==> src/rtl/adc_cfg_pkg.sv <==
`default_nettype none
package adc_cfg_pkg;
    // ==========================================
    // register map (word addresses, byte addr / 4)
    localparam logic [1:0] CONFIG_IDX = 2'h0;
    localparam logic [1:0] RES_HIGH_IDX = 2'h1;
    localparam logic [1:0] RES_LOW_IDX = 2'h2;
    localparam logic [7:0] CONFIG_RESET = 8'h00;
    // ==========================================
    // config field positions
    localparam int JUSTIFY_BIT = 7;
    localparam int CLKSEL_LSB = 4;
    localparam int PREF_LSB = 0;
    localparam logic [7:0] CONFIG_WMASK = 8'hf3;
    // ==========================================
    // clock divide ratios
    localparam logic [6:0] DIV2 = 7'h02;
    localparam logic [6:0] DIV4 = 7'h04;
    localparam logic [6:0] DIV8 = 7'h08;
    localparam logic [6:0] DIV16 = 7'h10;
    localparam logic [6:0] DIV32 = 7'h20;
    localparam logic [6:0] DIV64 = 7'h40;

    typedef enum logic [2:0] {
        CS_DIV2 = 3'h0, CS_DIV8 = 3'h1, CS_DIV32 = 3'h2, CS_RC = 3'h3,
        CS_DIV4 = 3'h4, CS_DIV16 = 3'h5, CS_DIV64 = 3'h6, CS_RC2 = 3'h7
    } clk_sel_t;

    typedef enum logic [1:0] {
        REF_SUPPLY = 2'h0, REF_RSVD = 2'h1, REF_EXT = 2'h2, REF_FIXED = 2'h3
    } pref_sel_t;

    typedef struct packed {
        logic read;
        logic write;
        logic [3:0] address;
        logic [31:0] writedata;
        logic [3:0] byteenable;
    } avl_req_t;

    typedef struct packed {
        logic valid;
        logic [9:0] value;
    } conv_result_t;

    typedef struct packed {
        logic use_rc;
        logic [6:0] div_ratio;
        logic ref_supply;
        logic ref_ext;
        logic ref_fixed;
    } conv_ctrl_t;
endpackage
`default_nettype wire

==> src/rtl/adc_config_result_format.sv <==
// Overview of operation
// RL1: left justify zeroes low six result bits
// RL2: bits 6:4 pick conversion clock source
// RL3: config bits 3:2 read zero
// RL4: bits 1:0 pick positive reference
// RL5: left: result 9:2 into high register
// RL6: left: result 1:0 into low 7:6
// RL7: right: result 9:8 into high 1:0
// RL8: right: result 7:0 into low register
// RL9: software ignores high 7:2 when right
// RL10: result registers read/write, not reset
// RL11: bit 7 set means right justified
// RL12: code 110 div64, 111 rc
//
// The register addresses and the Avalon-MM interface to the registers were chosen for this implementation.
`default_nettype none
module adc_config_result_format (
    input wire logic core_clk_i,
    input wire logic rst_n_i,
    input wire adc_cfg_pkg::avl_req_t avl_req_i,
    output logic avl_waitrequest_o,
    output logic [31:0] avl_readdata_o,
    input wire adc_cfg_pkg::conv_result_t conv_result_i,
    output adc_cfg_pkg::conv_ctrl_t conv_ctrl_o
);
    import adc_cfg_pkg::*;

    // ==========================================
    // bus slave
    // one wait cycle per access, so readdata is always a flop
    logic ack_reg, ack_next;
    logic [31:0] rdata_reg, rdata_next;
    logic [7:0] config_reg, config_next;
    logic [7:0] result_high_reg, result_high_next;
    logic [7:0] result_low_reg, result_low_next;
    logic req;
    logic wr_hit;

    function automatic logic [1:0] word_index(input logic [3:0] addr);
        word_index = addr[3:2];
    endfunction

    assign req = avl_req_i.read | avl_req_i.write;
    assign avl_waitrequest_o = req & ~ack_reg;
    assign wr_hit = avl_req_i.write & ack_reg & avl_req_i.byteenable[0];
    assign avl_readdata_o = rdata_reg;

    always_comb begin
        ack_next = req & ~ack_reg;
        rdata_next = rdata_reg;
        if (avl_req_i.read & ~ack_reg) begin
            case (word_index(avl_req_i.address))
                CONFIG_IDX: rdata_next = {24'h000000, config_reg & CONFIG_WMASK}; // RL3
                RES_HIGH_IDX: rdata_next = {24'h000000, result_high_reg};
                RES_LOW_IDX: rdata_next = {24'h000000, result_low_reg};
                default: rdata_next = 32'h00000000;
            endcase
        end
    end

    always_comb begin
        config_next = config_reg;
        if (wr_hit && word_index(avl_req_i.address) == CONFIG_IDX) begin
            config_next = avl_req_i.writedata[7:0] & CONFIG_WMASK; // RL3
        end
    end

    // ==========================================
    // result formatting
    // a finished conversion outranks a software write in the same cycle
    always_comb begin
        result_high_next = result_high_reg;
        result_low_next = result_low_reg;
        if (wr_hit && word_index(avl_req_i.address) == RES_HIGH_IDX) begin
            result_high_next = avl_req_i.writedata[7:0]; // RL10
        end
        if (wr_hit && word_index(avl_req_i.address) == RES_LOW_IDX) begin
            result_low_next = avl_req_i.writedata[7:0]; // RL10
        end
        if (conv_result_i.valid) begin
            if (config_reg[JUSTIFY_BIT]) begin // RL11
                result_high_next = {6'h00, conv_result_i.value[9:8]}; // RL7 RL11
                result_low_next = conv_result_i.value[7:0]; // RL8
            end else begin
                result_high_next = conv_result_i.value[9:2]; // RL5
                result_low_next = {conv_result_i.value[1:0], 6'h00}; // RL6 RL1
            end
        end
    end

    always_ff @(posedge core_clk_i) begin
        if (!rst_n_i) begin
            ack_reg <= 1'b0;
            rdata_reg <= 32'h00000000;
            config_reg <= CONFIG_RESET;
        end else begin
            ack_reg <= ack_next;
            rdata_reg <= rdata_next;
            config_reg <= config_next;
        end
    end

    // no reset: contents survive every reset
    always_ff @(posedge core_clk_i) begin
        result_high_reg <= result_high_next; // RL10
        result_low_reg <= result_low_next;
    end

    // ==========================================
    // clock and reference decode
    clk_sel_t clk_sel;
    pref_sel_t pref_sel;
    conv_ctrl_t ctrl_next, ctrl_reg;
    assign clk_sel = clk_sel_t'(config_reg[CLKSEL_LSB +: 3]);
    assign pref_sel = pref_sel_t'(config_reg[PREF_LSB +: 2]);

    always_comb begin
        ctrl_next = '0;
        case (clk_sel) // RL2 RL12
            CS_DIV2: ctrl_next.div_ratio = DIV2;
            CS_DIV8: ctrl_next.div_ratio = DIV8;
            CS_DIV32: ctrl_next.div_ratio = DIV32;
            CS_DIV4: ctrl_next.div_ratio = DIV4;
            CS_DIV16: ctrl_next.div_ratio = DIV16;
            CS_DIV64: ctrl_next.div_ratio = DIV64;
            default: ctrl_next.use_rc = 1'b1;
        endcase
        case (pref_sel) // RL4
            REF_EXT: ctrl_next.ref_ext = 1'b1;
            REF_FIXED: ctrl_next.ref_fixed = 1'b1;
            // reserved code falls back to the supply, the safe choice
            default: ctrl_next.ref_supply = 1'b1;
        endcase
    end

    always_ff @(posedge core_clk_i) begin
        if (!rst_n_i) begin
            ctrl_reg <= '0;
        end else begin
            ctrl_reg <= ctrl_next;
        end
    end
    assign conv_ctrl_o = ctrl_reg;
endmodule
`default_nettype wire

==> config.mk <==
export PLATFORM = sky130hd
export DESIGN_NAME = adc_config_result_format
export DESIGN_NICKNAME = d
export VERILOG_FILES = /design/src/rtl/adc_cfg_pkg.sv /design/src/rtl/adc_config_result_format.sv
export SDC_FILE = /design/constraint.sdc
export NUM_CORES = 1
export LEC_CHECK = 0
export ABC_AREA = 1
export BUFFER_PORTS_ARGS = -buffer_cell sky130_fd_sc_hd__buf_2
export CAP_MARGIN = 10
export CORE_MARGIN = 4
export CORE_UTILIZATION = 49
export CTS_BUF_LIST = sky130_fd_sc_hd__clkbuf_16
export DETAILED_ROUTE_END_ITERATION = 8
export PLACE_DENSITY_LB_ADDON = 0.05
export SLEW_MARGIN = 20
export SYNTH_ARGS = -nofsm -noshare
export SYNTH_HDL_FRONTEND = slang
export SYNTH_SLANG_ARGS = --single-unit
==> constraint.sdc <==
create_clock -name core_clk_i -period 2.57 [get_ports core_clk_i]
set_clock_uncertainty 0.15 [all_clocks]
set_input_delay 0.6425 -clock core_clk_i [delete_from_list [all_inputs] [get_ports core_clk_i]]
set_output_delay 0.6425 -clock core_clk_i [all_outputs]
set_load 0.1 [all_outputs]
==> qor.csv <==
metric,value,unit
via count,1432,
"top cells by count, synth","nand2_1, nor2_1, buf_4, dfxtp_1, inv_1",
vias per cell,4.50,
sequential fraction of the synthesis area,50.3,%
final wirelength,3.72,mm
status,"complete, no violations",
clk slew on worst S/H paths,0.05,ns
max reg flops,10,
area grow syn2layout,15.4,%
distinct cell type count after synthesis,23,
hold crit path type,flop to flop,
CTS Buf Count,5,
xor/xnor share of the synthesized area,0,%
Buffers on Ports,44,
Post-synth top flop,dfxtp_1,
VDD IR max,0.491,mV
Initial Utilization,52.1,%
Pins Over Slew Limit,0,
Synth Area in Simple Gates,21.5,%
RSZ-0062 raised after global routing,no,
dpl hpwl,2.90,mm
power density cells,782,nW/um^2
total negative slack,0,ns
CTS resizes,0,
first-pass GRT wire length,6.17,mm
Synth top area share,25.6,%
Setup CP Type,input port to output port,
area of the multi-input gates,714,sq um
CTS Buffer Depth,2,
post-route ant nets,0,
Post-Synth Adder-Cell Area,0,%
worst-path maximum fanout,2,
DRT Pass-1 Iters,4,
share of cells above drive strength 1,24.4,%
H-tree depth,2,
"FFs w/ async S/R, synth",0,%
Area contributors post-synth,"dfxtp_1, edfxtp_1, buf_4",
Critical Path RT,1.78,ns
largest net degree at the start of global routing,14,
highest clock rate,484,MHz
crit share post-route,80.4,%
critical path endpoint category,output port,
CTS tree,built,
number of global-route vias before repair,1369,
GP Congestion,0.771,
Final Hold Fails,0,
WL/cell,11.7,microns
static leakage,0.00110,uW
io pins,99,
Compound-Gate Fraction of Synth Area,10.1,%
# hold bufs at CTS,0,
# Post-CTS Setup Buffers,0,
Syn Std Cell Area,1950,sq um
synthesized flop and latch total,41,
final setup fails,0,
synthesized instance count,224,
largest family of logic cells by synthesized area,simple AND/OR/NAND/NOR gates,
Startpoint Class,input port,
Clock Latency Late Sink,0.28,ns
syn_area_per_cell,8.71,sq um
antenna cell count,0,
grt ovf,0,
Die Y,71.1,microns
Die Span X,71.1,microns
Die Area,5060,sq um
root buffer cell,clkbuf_16,
core footprint,3740,sq um
antenna violations before repair,0,
Post-synth EDFFs,16,
Core Rows,22,
Filler cells,372,
largest area contributor in the netlist,dfxtp_1,
most frequent cell after synthesis,nand2_1,
TritonCTS Sinks,41,
number of max-cap violations,0,
gr usage total,15.3,%
Tmin final,2.07,ns
mux cell area share after synthesis,0,%
Syn. warnings,0,
nets,324,
DRC viols,0,
register area,981,sq um
Initial DRC Count,81,
CP Data Arrival Time,1.27,ns
hold_ws,0.312,ns
-- power breakdown --
| part | switching, uW | leakage (uW) | internal [uW] | total (uW) |
|---|---|---|---|---|
| Clock | 227 | 0.0000853 | 451 | 678 |
| Sequential | 11.7 | 0.000364 | 709 | 721 |
| Combinational | 311 | 0.000647 | 52.2 | 363 |
| Total | 550 | 0.00110 | 1210 | 1760 |
-- metal layers --
layer | vias up | global-route usage [%] | wire [microns]
li1 | 767 | - | -
met1 | 599 | 20.9 | 1730
met2 | 62 | 24.0 | 1630
met3 | 4 | 2.13 | 306
met4 | 0 | 6.89 | 50
met5 | - | 0 | 0
-- kinds of logic after synthesis --
group                  Yosys count
AOI/OAI and AO/OA               28
buffers and inverters           58
DFF                             41
other                            1
and+or+nand+nor                 96
-- area by class of cell --
class / instances / share of cell area (%)
Clock buffer: 5 / 5.56
Clock inverter: 3 / 1.67
Timing Repair Buffer: 45 / 10.1
Multi-Input combinational cell: 149 / 31.7
Tap cell: 48 / 2.67
Sequential cell: 41 / 43.6
Inverter: 27 / 4.72
-- through the flow --
step	instance area [sq um]	util (%)	std cells	setup WS, ns	total power (uW)
finish	2250	60.2	318	0.504	1760
floorplan	2040	-	248	0.313	1080
detailed placement	2090	55.8	310	0.459	1100
global route	2250	60.2	318	0.466	1820
CTS	2250	60.2	318	0.501	1770
global placement	2090	55.8	310	0.465	1100
-- cells in the final DEF, fill, tap and decap left out --
cell type,n
bufinv_16,1
nor2_2,1
inv_6,1
nand2_1,38
nor2_1,29
or2_2,1
conb_1,25
clkbuf_16,5
buf_2,44
nor2_4,1
a21oi_1,6
nor3_1,2
buf_4,1
dfxtp_1,25
edfxtp_1,16
o221ai_2,4
nor2_8,1
o22ai_1,8
or2_1,1
inv_1,25
nand2_2,1
o21ai_2,2
inv_2,3
nand3_1,21
o21ai_0,8
-- critical path, cell delays in order --
cell and delay [ns]:
buf_2 0.09, nor2_1 0.05, nor2_2 0.06, buf_2 0.42
-- final timing paths --
check                                 startpoint                              to  slack [ns]  depth (start not counted)
setup / recovery                   avl_req_i[41]               avl_waitrequest_o        0.50                          4
hold reg to reg   avl_readdata_o[7]$_SDFFE_PN0P_  avl_readdata_o[7]$_SDFFE_PN0P_        0.31                          2
setup reg to reg              ack_reg$_SDFF_PN0_    result_high_reg[7]$_DFFE_PP_        1.04                          4
hold / removal    avl_readdata_o[7]$_SDFFE_PN0P_  avl_readdata_o[7]$_SDFFE_PN0P_        0.31                          2
Note: power is estimated with default switching activity, not from simulation.
